**config.mk**
```make
export PLATFORM = sky130hd
export DESIGN_NAME = backlight_regs
export DESIGN_NICKNAME = d
export VERILOG_FILES = /design/src/rtl/backlight_pkg.sv /design/src/rtl/fade_shaper.sv /design/src/rtl/backlight_regs.sv
export SDC_FILE = /design/constraint.sdc
export NUM_CORES = 1
export LEC_CHECK = 0
export BUFFER_PORTS_ARGS = -buffer_cell sky130_fd_sc_hd__buf_2
export CAP_MARGIN = 0
export CORE_ASPECT_RATIO = 0.7
export CORE_MARGIN = 4
export CORE_UTILIZATION = 40
export CTS_CLUSTER_DIAMETER = 40
export DETAILED_ROUTE_END_ITERATION = 16
export PLACE_DENSITY_LB_ADDON = 0.25
export SLEW_MARGIN = 5
export SYNTH_ARGS = -nofsm -noshare
export SYNTH_HDL_FRONTEND = slang
export SYNTH_SLANG_ARGS = --single-unit
```
**constraint.sdc**
```tcl
create_clock -name i_ref_clk -period 39.8 [get_ports i_ref_clk]
set_input_delay 3.98 -clock i_ref_clk [delete_from_list [all_inputs] [get_ports i_ref_clk]]
set_output_delay 3.98 -clock i_ref_clk [all_outputs]
set_load 0.03 [all_outputs]
```
**src/rtl/backlight_pkg.sv**
```systemverilog
// Constants, register map and fade timing for the backlight level and current register bank
//
// Contract
// - Upper fade nibble: codes 1..10 give 0.3 s steps, 11..15 give 0.5 s up to 5.5 s.
// - Lower fade nibble uses the same code-to-time mapping as the upper nibble.
// - A fade code of zero disables the timer; the transition is immediate.
// - Three separate 7-bit peak codes, one per level, driven when fully on.
// - Three separate 7-bit dimmed codes, one per level, driven while dimmed.
// - Daylight picks level 1 codes, office level 2, dark level 3.
// - Read-only register shows the code applied now, fades included; writes ignored.
// - Level selector encodes daylight 00, office 01, dark 10.
// - Fade curve select: 00 linear, 01 square, 10 and 11 two different cubics.
// - With auto level enabled, comparator-driven level replaces host-written level.
`default_nettype none

package backlight_pkg;

  // ****************************************************************
  // Register map
  // ****************************************************************
  localparam logic [7:0] ADDR_FADE_DURATIONS = 8'h04;
  localparam logic [7:0] ADDR_LEVEL1_PEAK = 8'h05;
  localparam logic [7:0] ADDR_LEVEL1_DIMMED = 8'h06;
  localparam logic [7:0] ADDR_LEVEL2_PEAK = 8'h07;
  localparam logic [7:0] ADDR_LEVEL2_DIMMED = 8'h08;
  localparam logic [7:0] ADDR_LEVEL3_PEAK = 8'h09;
  localparam logic [7:0] ADDR_LEVEL3_DIMMED = 8'h0A;
  localparam logic [7:0] ADDR_APPLIED_CODE = 8'h0B;

  localparam int FADE_OUT_LSB = 4;
  localparam int FADE_IN_LSB = 0;

  localparam logic [7:0] RST_FADE_DURATIONS = 8'h00;
  localparam logic [6:0] RST_CURRENT_CODE = 7'h00;
  localparam logic [7:0] UNMAPPED_READ = 8'h00;

  // ****************************************************************
  // Level and curve encodings
  // ****************************************************************
  typedef enum logic [1:0] {
    LEVEL_DAYLIGHT = 2'b00,
    LEVEL_OFFICE = 2'b01,
    LEVEL_DARK = 2'b10,
    LEVEL_SPARE = 2'b11
  } level_type;

  typedef enum logic [1:0] {
    CURVE_LINEAR = 2'b00,
    CURVE_SQUARE = 2'b01,
    CURVE_CUBIC1 = 2'b10,
    CURVE_CUBIC2 = 2'b11
  } curve_type;

  // ****************************************************************
  // Fade timing
  // ****************************************************************
  localparam int CLK_HZ = 20_000_000;
  // Durations are counted in tenths of a second
  localparam int FADE_UNIT_MS = 100;
  localparam int FADE_PHASES = 128;
  localparam logic [7:0] PHASE_LAST = 8'h80;
  localparam int PHASE_CYC_PER_UNIT = (CLK_HZ / 1000) * FADE_UNIT_MS / FADE_PHASES;

  localparam logic [3:0] FADE_KNEE_CODE = 4'hA;
  localparam logic [5:0] FADE_FINE_STEP = 6'h03;
  localparam logic [5:0] FADE_COARSE_STEP = 6'h05;
  localparam logic [5:0] FADE_KNEE_UNITS = 6'h1E;

  // Fade code to duration in tenths of a second
  function automatic logic [5:0] fade_units(input logic [3:0] code);
    logic [5:0] c;
    c = {2'b00, code};
    if (code <= FADE_KNEE_CODE) begin
      fade_units = 6'((c * FADE_FINE_STEP));
    end else begin
      fade_units = 6'(FADE_KNEE_UNITS + (c - {2'b00, FADE_KNEE_CODE}) * FADE_COARSE_STEP);
    end
  endfunction : fade_units

endpackage : backlight_pkg

`default_nettype wire

```
**src/rtl/fade_shaper.sv**
```systemverilog
// Combinational fade curve: blends start and target codes by fade phase
`default_nettype none

module fade_shaper
  import backlight_pkg::*;
(
  input wire logic [6:0] i_start,      // Code at fade start
  input wire logic [6:0] i_target,     // Code at fade end
  input wire logic [7:0] i_phase,      // Progress 0..128
  input wire logic [1:0] i_curve,      // Curve select
  output logic [6:0] o_code            // Blended code
);

  logic [7:0] inv;
  logic [31:0] p3;
  logic [31:0] q3;
  logic [31:0] shape;
  logic [6:0] delta;
  logic [31:0] offset;

  always_comb begin
    inv = PHASE_LAST - i_phase;
    p3 = 32'(i_phase) * 32'(i_phase) * 32'(i_phase);
    q3 = 32'(inv) * 32'(inv) * 32'(inv);
    unique case (curve_type'(i_curve))
      CURVE_LINEAR: shape = 32'(i_phase);
      CURVE_SQUARE: shape = (32'(i_phase) * 32'(i_phase)) >> 7;
      CURVE_CUBIC1: shape = p3 >> 14;
      CURVE_CUBIC2: shape = 32'(PHASE_LAST) - (q3 >> 14);
    endcase
    delta = (i_target >= i_start) ? (i_target - i_start) : (i_start - i_target);
    offset = (32'(delta) * shape) >> 7;
    if (i_target >= i_start) begin
      o_code = i_start + offset[6:0];
    end else begin
      o_code = i_start - offset[6:0];
    end
  end

endmodule : fade_shaper

`default_nettype wire

```
**src/rtl/backlight_regs.sv**
```systemverilog
// Backlight fade and current register bank with level selection and fade engine
`default_nettype none

module backlight_regs
  import backlight_pkg::*;
#(
  parameter int PHASE_CYC = PHASE_CYC_PER_UNIT  // Cycles per phase step per tenth second
) (
  input wire logic i_ref_clk,                 // 20 MHz clock
  input wire logic i_rst_n,                   // Async reset, active low
  input wire logic i_reg_wr,                  // Register write strobe
  input wire logic [7:0] i_reg_addr,          // Register address
  input wire logic [7:0] i_reg_wdata,         // Register write data
  output logic [7:0] o_reg_rdata,             // Read data, one cycle after address
  input wire logic i_backlight_on,            // Backlight enable
  input wire logic i_dimmed,                  // Dim timer has expired
  input wire logic [1:0] i_ambient_level_sel, // Host-written level
  input wire logic i_auto_level_enable,       // Comparators own the level
  input wire logic [1:0] i_auto_level,        // Level from comparator state machine
  input wire logic [1:0] i_fade_curve_sel,    // Fade transfer law
  output logic [6:0] o_sink_code,             // Code applied to the sink
  output logic [1:0] o_active_level,          // Level in force
  output logic o_fading                       // Fade in progress
);

  // ****************************************************************
  // Register storage
  // ****************************************************************
  logic [7:0] fade_q;
  logic [7:0] fade_d;
  logic [6:0] peak_q [3];
  logic [6:0] peak_d [3];
  logic [6:0] dim_q [3];
  logic [6:0] dim_d [3];
  logic [7:0] rdata_q;
  logic [7:0] rdata_d;

  logic [3:0] fade_out_code;
  logic [3:0] fade_in_code;

  assign fade_out_code = fade_q[FADE_OUT_LSB +: 4];
  assign fade_in_code = fade_q[FADE_IN_LSB +: 4];

  logic [6:0] applied_q;

  always_comb begin
    fade_d = fade_q;
    for (int i = 0; i < 3; i++) begin
      peak_d[i] = peak_q[i];
      dim_d[i] = dim_q[i];
    end
    if (i_reg_wr) begin
      // bit 7 of current codes dropped on write; applied code not writable
      unique case (i_reg_addr)
        ADDR_FADE_DURATIONS: fade_d = i_reg_wdata;
        ADDR_LEVEL1_PEAK: peak_d[0] = i_reg_wdata[6:0];
        ADDR_LEVEL2_PEAK: peak_d[1] = i_reg_wdata[6:0];
        ADDR_LEVEL3_PEAK: peak_d[2] = i_reg_wdata[6:0];
        ADDR_LEVEL1_DIMMED: dim_d[0] = i_reg_wdata[6:0];
        ADDR_LEVEL2_DIMMED: dim_d[1] = i_reg_wdata[6:0];
        ADDR_LEVEL3_DIMMED: dim_d[2] = i_reg_wdata[6:0];
        default: ;
      endcase
    end
    unique case (i_reg_addr)
      ADDR_FADE_DURATIONS: rdata_d = fade_q;
      ADDR_LEVEL1_PEAK: rdata_d = {1'b0, peak_q[0]};
      ADDR_LEVEL2_PEAK: rdata_d = {1'b0, peak_q[1]};
      ADDR_LEVEL3_PEAK: rdata_d = {1'b0, peak_q[2]};
      ADDR_LEVEL1_DIMMED: rdata_d = {1'b0, dim_q[0]};
      ADDR_LEVEL2_DIMMED: rdata_d = {1'b0, dim_q[1]};
      ADDR_LEVEL3_DIMMED: rdata_d = {1'b0, dim_q[2]};
      ADDR_APPLIED_CODE: rdata_d = {1'b0, applied_q};
      default: rdata_d = UNMAPPED_READ;
    endcase
  end

  always_ff @(posedge i_ref_clk or negedge i_rst_n) begin
    if (!i_rst_n) begin
      fade_q <= RST_FADE_DURATIONS;
      rdata_q <= UNMAPPED_READ;
      for (int i = 0; i < 3; i++) begin
        peak_q[i] <= RST_CURRENT_CODE;
        dim_q[i] <= RST_CURRENT_CODE;
      end
    end else begin
      fade_q <= fade_d;
      rdata_q <= rdata_d;
      for (int i = 0; i < 3; i++) begin
        peak_q[i] <= peak_d[i];
        dim_q[i] <= dim_d[i];
      end
    end
  end

  // ****************************************************************
  // Level selection and target code
  // ****************************************************************
  logic [1:0] level_q;
  logic [1:0] level_d;
  logic [1:0] level_idx;
  logic [6:0] target_w;

  always_comb begin
    level_d = i_auto_level_enable ? i_auto_level : i_ambient_level_sel;
    // level to code pair; the unused code falls back to dark
    unique case (level_type'(level_d))
      LEVEL_DAYLIGHT: level_idx = 2'h0;
      LEVEL_OFFICE: level_idx = 2'h1;
      LEVEL_DARK: level_idx = 2'h2;
      LEVEL_SPARE: level_idx = 2'h2;
    endcase
    // peak when fully on, dimmed code when dimmed
    if (!i_backlight_on) begin
      target_w = 7'h00;
    end else if (i_dimmed) begin
      target_w = dim_q[level_idx];
    end else begin
      target_w = peak_q[level_idx];
    end
  end

  always_ff @(posedge i_ref_clk or negedge i_rst_n) begin
    if (!i_rst_n) begin
      level_q <= 2'h0;
    end else begin
      level_q <= level_d;
    end
  end

  // ****************************************************************
  // Fade engine
  // ****************************************************************
  typedef enum logic [0:0] {
    ST_IDLE = 1'b0,
    ST_FADE = 1'b1
  } fade_state_type;

  fade_state_type state_q;
  fade_state_type state_d;
  logic [6:0] applied_d;
  logic [6:0] start_q;
  logic [6:0] start_d;
  logic [6:0] goal_q;
  logic [6:0] goal_d;
  logic [7:0] phase_q;
  logic [7:0] phase_d;
  logic [31:0] tick_q;
  logic [31:0] tick_d;
  logic [31:0] period_q;
  logic [31:0] period_d;
  logic [1:0] curve_q;
  logic [1:0] curve_d;
  logic [3:0] dur_code;
  logic [6:0] shaped;

  fade_shaper u_shaper (
    .i_start(start_q),
    .i_target(goal_q),
    .i_phase(phase_q),
    .i_curve(curve_q),
    .o_code(shaped)
  );

  always_comb begin
    state_d = state_q;
    applied_d = applied_q;
    start_d = start_q;
    goal_d = goal_q;
    phase_d = phase_q;
    tick_d = tick_q;
    period_d = period_q;
    curve_d = curve_q;
    // rising uses fade-in code, falling uses fade-out code
    dur_code = (target_w > applied_q) ? fade_in_code : fade_out_code;
    if (state_q == ST_FADE) begin
      applied_d = shaped;
    end
    // A new target, or one changed mid-fade, restarts from the code now applied
    if (target_w != ((state_q == ST_FADE) ? goal_q : applied_q)) begin
      if (dur_code == 4'h0) begin
        applied_d = target_w;
        goal_d = target_w;
        state_d = ST_IDLE;
      end else begin
        start_d = applied_q;
        goal_d = target_w;
        phase_d = 8'h00;
        tick_d = 32'h0;
        period_d = 32'(fade_units(dur_code)) * 32'(PHASE_CYC);
        // Curve is latched so a mid-fade change cannot make the code jump
        curve_d = i_fade_curve_sel;
        applied_d = applied_q;
        state_d = ST_FADE;
      end
    end else if (state_q == ST_FADE) begin
      if (phase_q == PHASE_LAST) begin
        state_d = ST_IDLE;
      end else if (tick_q + 32'h1 >= period_q) begin
        tick_d = 32'h0;
        phase_d = phase_q + 8'h01;
      end else begin
        tick_d = tick_q + 32'h1;
      end
    end
  end

  always_ff @(posedge i_ref_clk or negedge i_rst_n) begin
    if (!i_rst_n) begin
      state_q <= ST_IDLE;
      applied_q <= RST_CURRENT_CODE;
      start_q <= RST_CURRENT_CODE;
      goal_q <= RST_CURRENT_CODE;
      phase_q <= 8'h00;
      tick_q <= 32'h0;
      period_q <= 32'h0;
      curve_q <= 2'h0;
    end else begin
      state_q <= state_d;
      applied_q <= applied_d;
      start_q <= start_d;
      goal_q <= goal_d;
      phase_q <= phase_d;
      tick_q <= tick_d;
      period_q <= period_d;
      curve_q <= curve_d;
    end
  end

  // ****************************************************************
  // Outputs
  // ****************************************************************
  assign o_reg_rdata = rdata_q;
  assign o_sink_code = applied_q;
  assign o_active_level = level_q;
  assign o_fading = (state_q == ST_FADE);

endmodule : backlight_regs

`default_nettype wire

```
# Word-level counts from Yosys, hierarchy flattened
# Index checks and enable logic that the tools add are counted.
[totals]
reg_bits = 144
latchBits = 0
mem_bits_rw = 0
romBits = 0
inputBits = 28
out_inout_bits = 18
mem_count = 0
[classes]
n_addsub = 10
mul = 8
div = 0
order_cmp = 5
eq_ne = 19
shifts = 0
n_mux = 36
n_bitwise = 2
n_reduce_logical = 17
[op_table]
columns = ["op", "n"]
rows = [
  ["$mux 32", 5],
  ["$pmux 32 s4", 1],
  ["$mux 7", 12],
  ["$pmux 8 s8", 1],
  ["$mul 16x8->24", 2],
  ["$mux 8", 5],
  ["$add 32x1->32 const B", 1],
  ["$eq 8x3->1 const B", 4],
  ["$eq 8x4->1 const B", 4],
  ["$ge 32x20->1", 1],
  ["$mul 7x32->14", 1],
  ["$mul 8x8->16", 2],
  ["$bmux 7 s2", 2],
  ["$sub 7x7->7", 3],
  ["$mul 6x14->20 const B", 1],
  ["$mux 6", 3],
  ["$reduce_and 2->1", 9],
  ["$sub 8x10->11 const A", 1],
  ["$add 8x1->8 const B", 1],
  ["$eq 2x2->1 const B", 4],
  ["$eq 8x8->1 const B", 1],
  ["$sub 8x8->8 const A", 1],
  ["$add 7x7->7", 1],
  ["$ge 7x7->1", 1],
  ["23 further kinds", 30],
]

# Logic depth before layout (Yosys ltp)
# Gate-level depths: netlist (run 1).
[depth]
depth_word = 19
mapped_depth = 81
ltp_nobuf = 78

# Cells and area by module
# A second synthesis (run 1) with hierarchy kept.
[hier_totals]
hier_cells = 2554
area_unflattened_um2 = 22908.2
[modules_own_cells]
columns = ["mod", "n_inst", "cells_each", "area_each_um2", "seq_area_each_um2"]
rows = [
  ["fade_shaper", 1, 1636, 13623.1, 0.0],
  ["backlight_regs", 1, 918, 9285.2, 3603.5],
]

# Least setup slack after synthesis (run 1)
# OpenSTA, ideal clock, no wires.
[synth_timing]
path_type = "register -> register"
start = "reg phase_q[0]"
end = "reg applied_q[6] (netlist: o_sink_code[6])"
t_arrival_ns = 17.507
required_ns = 39.708
path_slack_ns = 22.202
path_stages_with_launch = 77
n_path_buf = 4
synth_period_minus_slack_ns = 17.598
cell_sequence = "dfrtp_1 > clkbuf_1 > inv_1 > clkbuf_1 > ha_1 > nand2_1 > or3_1 > xnor2_1 > clkbuf_1 > nor2_1 > fa_1 > xnor2_1 > xnor2_1 > fa_1 > inv_1 > fa_1 > inv_1 > ha_1 > [... 41 more ...] > nand2b_1 > a21oi_1 > xnor2_1 > inv_1 > ha_1 > nand2_1 > o21ai_0 > fa_1 > a21o_1 > a21oi_1 > o21bai_1 > a21oi_1 > xnor2_1 > or3_1 > a211oi_1 > nor3_1 > o211a_1 > o31ai_2"
[synth_via]
elab_chain_len = 10
elab_cells_between_ends = 13
classes_between = "add/sub: 4; mul: 5; mux: 4"
[synth_lines]
columns = ["item", "line_no", "rtl"]
rows = [
  ["start, declared", "backlight_regs.sv:146", "logic [7:0] phase_q;"],
  ["start signal, assigned", "backlight_regs.sv:223", "phase_q <= phase_d;"],
  ["$sub 8x8->8", "fade_shaper.sv:22", "inv = PHASE_LAST - i_phase;"],
  ["$mul 8x8->16", "fade_shaper.sv:24", "q3 = 32'(inv) * 32'(inv) * 32'(inv);"],
  ["$mul 16x8->24", "fade_shaper.sv:24", ""],
  ["$sub 8x10->11", "fade_shaper.sv:29", "CURVE_CUBIC2: shape = 32'(PHASE_LAST) - (q3 >> 14);"],
  ["$pmux 32 s4 (*)", "fade_shaper.sv:25", "unique case (curve_type'(i_curve))"],
  ["$mul 7x32->14 (*)", "fade_shaper.sv:32", "offset = (32'(delta) * shape) >> 7;"],
  ["$sub 7x7->7 or $add 7x7->7 (tied branches)", "fade_shaper.sv:36, fade_shaper.sv:34", ""],
  ["$mux 7 (*)", "fade_shaper.sv:33", "if (i_target >= i_start) begin"],
  ["$mux 7 (*)", "backlight_regs.sv:176", "if (state_q == ST_FADE) begin"],
  ["$mux 7 (*)", "backlight_regs.sv:180", "if (target_w != ((state_q == ST_FADE) ? goal_q : applied_q)) begin"],
  ["end signal, assigned", "backlight_regs.sv:220", "applied_q <= applied_d;"],
  ["end, declared", "backlight_regs.sv:44", "logic [6:0] applied_q;"],
]
# Mark *: on every way between the ends. The rest lies on a longest branch, timed or not. The select of a mux whose other input is x is not followed.
# A chain may end at the register's enable or synchronous reset.

# Worst setup path after layout (run 1)
# Ends and elaborated chain as after synthesis.

==> Flow_metrics.wiki, run 1 <==
{| class="wikitable"
! Metric !! Value
|-
| Synthesized instance count || 2537
|-
| Worst min-delay path endpoint || period_q[2]
|-
| Launch point of the worst path || phase_q[0]
|-
| TritonCTS clock tree || built
|-
| Gr ovfl total || 0
|-
| Number of enable-type register cells in the synthesized netlist || 0
|-
| Fmax || 49.6 MHz
|-
| # Post-CTS Setup Buffers || 0
|-
| Fraction of layout cells with a size suffix above 1 || 0.0835
|-
| Detail-routed via count per cell || 5.32
|-
| Critical-path cell with the highest stage delay || or4b_2
|-
| DR pass1 iterations || 6
|-
| Library cell with the largest summed area after synthesis || fa_1
|-
| FP Rows || 72
|-
| Actual transition at the worst max-transition pin || 1.22 ns
|-
| Cts repair resizes || 0
|-
| Highest net fanout along the worst path || 32
|-
| Die Footprint || 60500 µm²
|-
| Worst-case reg-to-reg path depth || 75
|-
| Portion of synthesized cell area occupied by the leading cell type || 0.229
|-
| Adder-Cell Fraction of Synth Area || 0.372
|-
| Setup TNS || 0 ns
|-
| Die extent in y || 207 µm
|-
| Number of fillers in the final layout || 5449
|-
| Cell at the root of the clock tree || clkbuf_16
|-
| Combinational family with the most area after synthesis || adder cells
|-
| Fraction of synthesis flops using an asynchronous set or reset pin || 1.00
|-
| # IOs || 46
|-
| Critical Setup Path Class || reg2reg
|-
| Run status || completed
|-
| Final WL || 58.2 mm
|-
| Slack of the worst reg-to-reg path || 19.62 ns
|-
| Global placer's final weighted congestion || 0.875
|-
| CP endpoint kind || register
|-
| Hold path depth || 2
|-
| CTS clk-pin slew, worst paths || 0.07 ns
|-
| Portion of netlist area occupied by mux cells || 0.0549
|-
| Core ar. || 55600 µm²
|-
| Htree depth || 4
|-
| Synthesized Nets || 3082
|-
| Number of library cell types mapped by synthesis || 93
|-
| #FFs+latches synth || 144
|-
| Critical R2R Capture || o_sink_code[6]
|-
| Post-synthesis area per instance || 8.92 µm²
|-
| Most used flip-flop cell after synthesis || dfrtp_1
|-
| Detail-routed net length per standard cell || 17.6 µm
|-
| Warnings, synthesis || 0
|-
| Starting density of the core || 0.407
|-
| DP Wirelength || 46.2 mm
|-
| Endpoints failing setup || 0
|-
| Number of antenna violations at the first check in global routing || 0
|-
| Worst-skew pair later-pin latency || 0.45 ns
|-
| Number of clock buffers inserted by TritonCTS || 17
|-
| Top cells by area in the synthesized netlist || fa_1 (23%), dfrtp_1 (16%), ha_1 (14%)
|-
| Largest net degree at the start of global routing || 81
|-
| Final hold violation count || 0
|-
| Number of buffers on the longest clock path || 2
|-
| Die W || 292 µm
|-
| Max-slew headroom at the worst pin || 0.179
|-
| RSZ-0062 raised after global routing || no
|-
| Max-slew violation count || 0
|-
| Pre-CTS setup slack || 19.85 ns
|-
| Worst Hold Class || reg2reg
|-
| Wire length of the first global-routing pass || 96.2 mm
|-
| Post-cts hold buffer count || 0
|-
| Worst hold-check slack || 0.489 ns
|-
| Sink count of the clock tree || 144
|-
| DRC violation count after routing || 0
|-
| Critical path startpoint category || register
|-
| Max-capacitance violation count || 0
|-
| Number of design-rule violations left by the first detailed-router iteration || 1429
|-
| All-layer global routing usage || 0.196
|-
| Worst min-delay path startpoint || period_q[2]
|-
| Antenna-violating nets left || 0
|-
| Post-route clock skew || 0.0133 ns
|-
| Fraction of the yosys area taken by sequential cells || 0.159
|-
| Launch point of the worst reg-to-reg path || phase_q[0]
|-
| Simple-Gate Fraction of Synth Area || 0.161
|-
| Worst EP required || 40.16 ns
|-
| Period Utilization, post-route || 0.507
|-
| Crit path time final || 20.18 ns
|-
| Xor and xnor fraction of the mapped netlist area || 0.0511
|-
| Total via count in the routed design || 17600
|-
| Via count of the first global-routing pass || 18000
|-
| Count of inserted antenna diode cells || 0
|-
| Fraction of the core area covered by cells at the end of the flow || 0.437
|-
| Worst path max stage delay || 0.60 ns
|-
| Data arrival at the endpoint of the critical path || 20.53 ns
|-
| Number of nets in the final layout || 3096
|-
| Setup ws final || 19.62 ns
|-
| Area of the mapped netlist || 22600 µm²
|-
| Area grow syn2layout || 7.37%
|-
| Post-synthesis compound-gate area fraction || 0.118
|-
| Number of buffers added on ports || 45
|}
metal layers:
layer  global-route usage  share of wire  routed length [µm]  vias to the layer above
li1                     -              -                   -                     8364
met1                0.302           0.51               29800                     8716
met2                0.291           0.42               24200                      445
met3               0.0393          0.063                3670                       49
met4               0.0276         0.0088                 509                        0
met5                    0              0                   0                        -
cell usage after synthesis, types with 9 or more instances:
cell type,instances
o21bai_1,11
nand4_1,20
ha_1,258
a22oi_1,28
a31oi_1,11
or2_2,13
mux4_2,9
nor2b_1,34
nand2b_1,44
nor2_1,174
mux2_2,62
nor3_1,29
o21ai_0,92
a21oi_1,84
a21o_1,38
a211oi_1,17
mux2i_1,33
nand2_1,247
fa_1,259
xnor2_1,90
o21a_1,13
xor2_1,42
and3_1,29
clkbuf_1,59
inv_1,412
dfrtp_1,144
and2_1,76
o211ai_1,14
nand3_1,38
placed cells by master, fill, tap and decap left out, types with 6 or more instances in the layout:
cell / n
mux4_2: 9
xnor2_1: 90
a22oi_1: 28
nor3_1: 29
nand2b_1: 44
nand2_1: 247
and2_1: 76
mux2i_1: 33
a31oi_1: 11
xor2_1: 42
nor4_1: 7
mux2_2: 62
and3_1: 29
o21bai_1: 11
nand4_1: 20
o21ai_1: 8
clkbuf_16: 17
fa_1: 259
o21ai_0: 92
ha_1: 258
o211ai_1: 14
dfrtp_1: 144
a21o_1: 38
o211a_1: 7
nor2b_1: 34
buf_4: 29
o21a_1: 13
or3_1: 6
inv_1: 412
buf_2: 44
a211oi_1: 17
a21oi_1: 83
nand3_1: 38
or2_2: 13
nor2_1: 174
worst max-delay path: cells and delay by family, from the launching register on:
family                   cells  cell delay [ns]
adder cells (fa/ha/maj)     18             7.69
AND/OR/NAND/NOR             15             3.08
AO/OA/AOI/OAI               25             5.50
XOR/XNOR                     5             1.54
flip-flops                   1             0.36
buffers and inverters       12             1.89
kinds of logic (layout without fill, tap and decap cells):
group | Yosys count | after routing
adders and majority gates | 517 | 517
muxes | 105 | 105
AOI/OAI and AO/OA | 397 | 397
and+or+nand+nor | 746 | 746
other | 2 | 2
xor gates and xnor gates | 132 | 132
DFF | 144 | 144
buffers and inverters | 494 | 521
area by class of cell:
cell class                 count  area (µm²)  share of cell area
tap                          740         926              0.0381
clock inverter                13         163             0.00670
timing repair buffer          74         449              0.0185
clock buffer                  19         443              0.0182
inverter                     415        1560              0.0642
multi-input combinational   1899       17100               0.706
sequential                   144        3600               0.148
sequential cells by signal (all words and copies together) (netlist names):
register / count
tick_q: 32
dim_q: 21
peak_q: 21
period_q: 20
fade_q: 8
o_reg_rdata: 8
phase_q: 8
goal_q: 7
o_sink_code: 7
start_q: 7
curve_q: 2
o_active_level: 2
o_fading: 1
metrics by stage:
step           instances  area [µm²]
6_report            3304       24300
5_1_grt             3304       24300
4_1_cts             3304       24300
3_5_place_dp        3272       23700
3_3_place_gp        3272       23700
2_1_floorplan       2537       22600
how the worst max path moves through the flow:
| stage | slack [ns] | end | cells after the start |
|---|---|---|---|
| after floorplan | 22.20 | o_sink_code[6] | 76 |
| after global placement | 20.50 | o_sink_code[6] | 75 |
| after detailed placement | 19.85 | o_sink_code[6] | 75 |
| after CTS | 19.76 | o_sink_code[6] | 75 |
| after global routing | 18.02 | o_sink_code[6] | 75 |
| final | 19.62 | o_sink_code[6] | 75 |
Power of run 1 is not shown: default switching activity piles up to over one toggle a cycle in this logic, so the estimate is an artifact.
==> run 2: changes to the inputs <==
Clock period 39.8 ns to 20.9 ns, I/O delays scaled along.
==> Flow_metrics.wiki, run 2 (same netlist as run 1, synthesis figures left out) <==
{| class="wikitable"
! Metric !! Value
|-
| All-layer global routing usage || 0.197
|-
| Met2 usage || 0.291
|-
| FP Rows || 72
|-
| Worst min-delay path startpoint || period_q[2]
|-
| Total via count in the routed design || 17600
|-
| # IOs || 46
|-
| Endpoints failing setup || 0
|-
| CP bufs+invs || 13
|-
| Max-slew violation count || 0
|-
| Number of clock buffers inserted by TritonCTS || 17
|-
| Area grow syn2layout || 7.69%
|-
| Critical-path cell with the highest stage delay || xnor2_1
|-
| DP Wirelength || 46.3 mm
|-
| Fmax || 51.6 MHz
|-
| Starting density of the core || 0.407
|-
| Sink count of the clock tree || 144
|-
| Final WL || 58.0 mm
|-
| Final hold violation count || 0
|-
| Critical path startpoint category || register
|-
| CTS clk-pin slew, worst paths || 0.07 ns
|-
| Worst EP required || 21.25 ns
|-
| Crit path time final || 19.37 ns
|-
| Setup TNS || 0 ns
|-
| Actual transition at the worst max-transition pin || 1.29 ns
|-
| Slack of the worst reg-to-reg path || 1.53 ns
|-
| DR pass1 iterations || 7
|-
| Largest net degree at the start of global routing || 82
|-
| Worst min-delay path endpoint || period_q[2]
|-
| GRT busiest layer || met1
|-
| Worst-case reg-to-reg path depth || 76
|-
| Worst Hold Class || reg2reg
|-
| Max-capacitance violation count || 0
|-
| Number of design-rule violations left by the first detailed-router iteration || 1093
|-
| Worst-skew pair later-pin latency || 0.44 ns
|-
| Register with the most flip-flops || tick_q
|-
| Hold path depth || 2
|-
| GR met3 Demand/Resource || 0.0467
|-
| Fraction of layout cells with a size suffix above 1 || 0.0849
|-
| Die Footprint || 60500 µm²
|-
| Crit-path most repeated cell || fa_1
|-
| Number of buffers added on ports || 45
|-
| Data arrival at the endpoint of the critical path || 19.72 ns
|-
| Global placer's final weighted congestion || 0.872
|-
| Run status || completed
|-
| Gr ovfl total || 0
|-
| Worst path max stage delay || 0.65 ns
|-
| Final Instance Area || 24400 µm²
|-
| Wire length of the first global-routing pass || 96.6 mm
|-
| Die extent in y || 207 µm
|-
| Number of buffers on the longest clock path || 2
|-
| Max-slew headroom at the worst pin || 0.135
|-
| Placed inst area || 23700 µm²
|-
| RSZ-0062 raised after global routing || no
|-
| Critical Setup Path Class || reg2reg
|-
| Detail-routed net length per standard cell || 17.5 µm
|-
| CP endpoint kind || register
|-
| Period Utilization, post-route || 0.927
|-
| TritonCTS clock tree || built
|-
| Number of nets in the final layout || 3101
|-
| Cell at the root of the clock tree || clkbuf_16
|-
| Detail-routed via count per cell || 5.32
|-
| Core ar. || 55600 µm²
|-
| Critical R2R Capture || o_sink_code[6]
|-
| Via count of the first global-routing pass || 18100
|-
| Largest register FFs || 32
|-
| Largest registers in the final layout || tick_q (32), dim_q (21), peak_q (21)
|-
| Post-route clock skew || 0.0154 ns
|-
| Antenna-violating nets left || 0
|-
| Most common cell after layout, fill and taps aside || inv_1
|-
| Highest net fanout along the worst path || 18
|-
| Die W || 292 µm
|-
| Critical path's top delay family || adder cells
|-
| Global routing usage on met1 || 0.301
|-
| Number of antenna violations at the first check in global routing || 0
|-
| Htree depth || 4
|-
| Launch point of the worst reg-to-reg path || phase_q[0]
|-
| DRC violation count after routing || 0
|-
| Most frequent cells in the layout || inv_1 (411), fa_1 (259), ha_1 (258)
|}
==> run 2: cell type report <==
cell class                 instances  area, µm²
multi-input combinational       1899      17100
clock inverter                     9        155
clock buffer                      23        478
timing repair buffer              79        487
tap                              740        926
fill                            5413      31200
inverter                         415       1560
antenna                            1       2.50
sequential                       144       3600
==> run 2: per-layer routing <==
| metal | vias to the layer above | share of wire |
|---|---|---|
| li1 | 8385 | - |
| met1 | 8753 | 0.50 |
| met2 | 418 | 0.42 |
| met3 | 37 | 0.068 |
| met4 | 0 | 0.0087 |
| met5 | - | 0 |
==> run 2: tightest hold or removal path, cell delays in order (launching register included) <==
cell and delay (ns):
dfrtp_1 0.34, nand2_1 0.05, o21ai_0 0.06
==> run 2: repair_timing <==
| item | 4_1_cts | 5_1_grt |
|---|---|---|
| hold buffers | 0 | 0 |
| gates resized for setup | 0 | 1 |
| setup endpoints to repair | 0 | 1 |
| setup buffers | 0 | 3 |
==> run 2: metrics by stage <==
stage                     std cells  hold WS, ns   util  setup WS (ns)
after floorplan                2537        0.450      -           3.30
after global placement         3274        0.473  0.426           2.13
after detailed placement       3274        0.477  0.426           1.49
after CTS                      3306        0.489  0.438           1.46
after global routing           3309        0.510  0.438          0.211
final                          3310        0.486  0.438           1.53
==> run 2: worst max-delay path by stage <==
stage                from        endpoint  slack (ns)  cells after the start
3_5_place_dp   phase_q[0]  o_sink_code[6]        1.49                     75
5_1_grt        phase_q[0]  o_sink_code[6]        0.21                     76
6_report       phase_q[0]  o_sink_code[6]        1.53                     76
4_1_cts        phase_q[0]  o_sink_code[6]        1.46                     75
3_3_place_gp   phase_q[0]  o_sink_code[6]        2.13                     75
2_1_floorplan  phase_q[0]  o_sink_code[6]        3.30                     76
Power of run 2 is left out for the same reason.
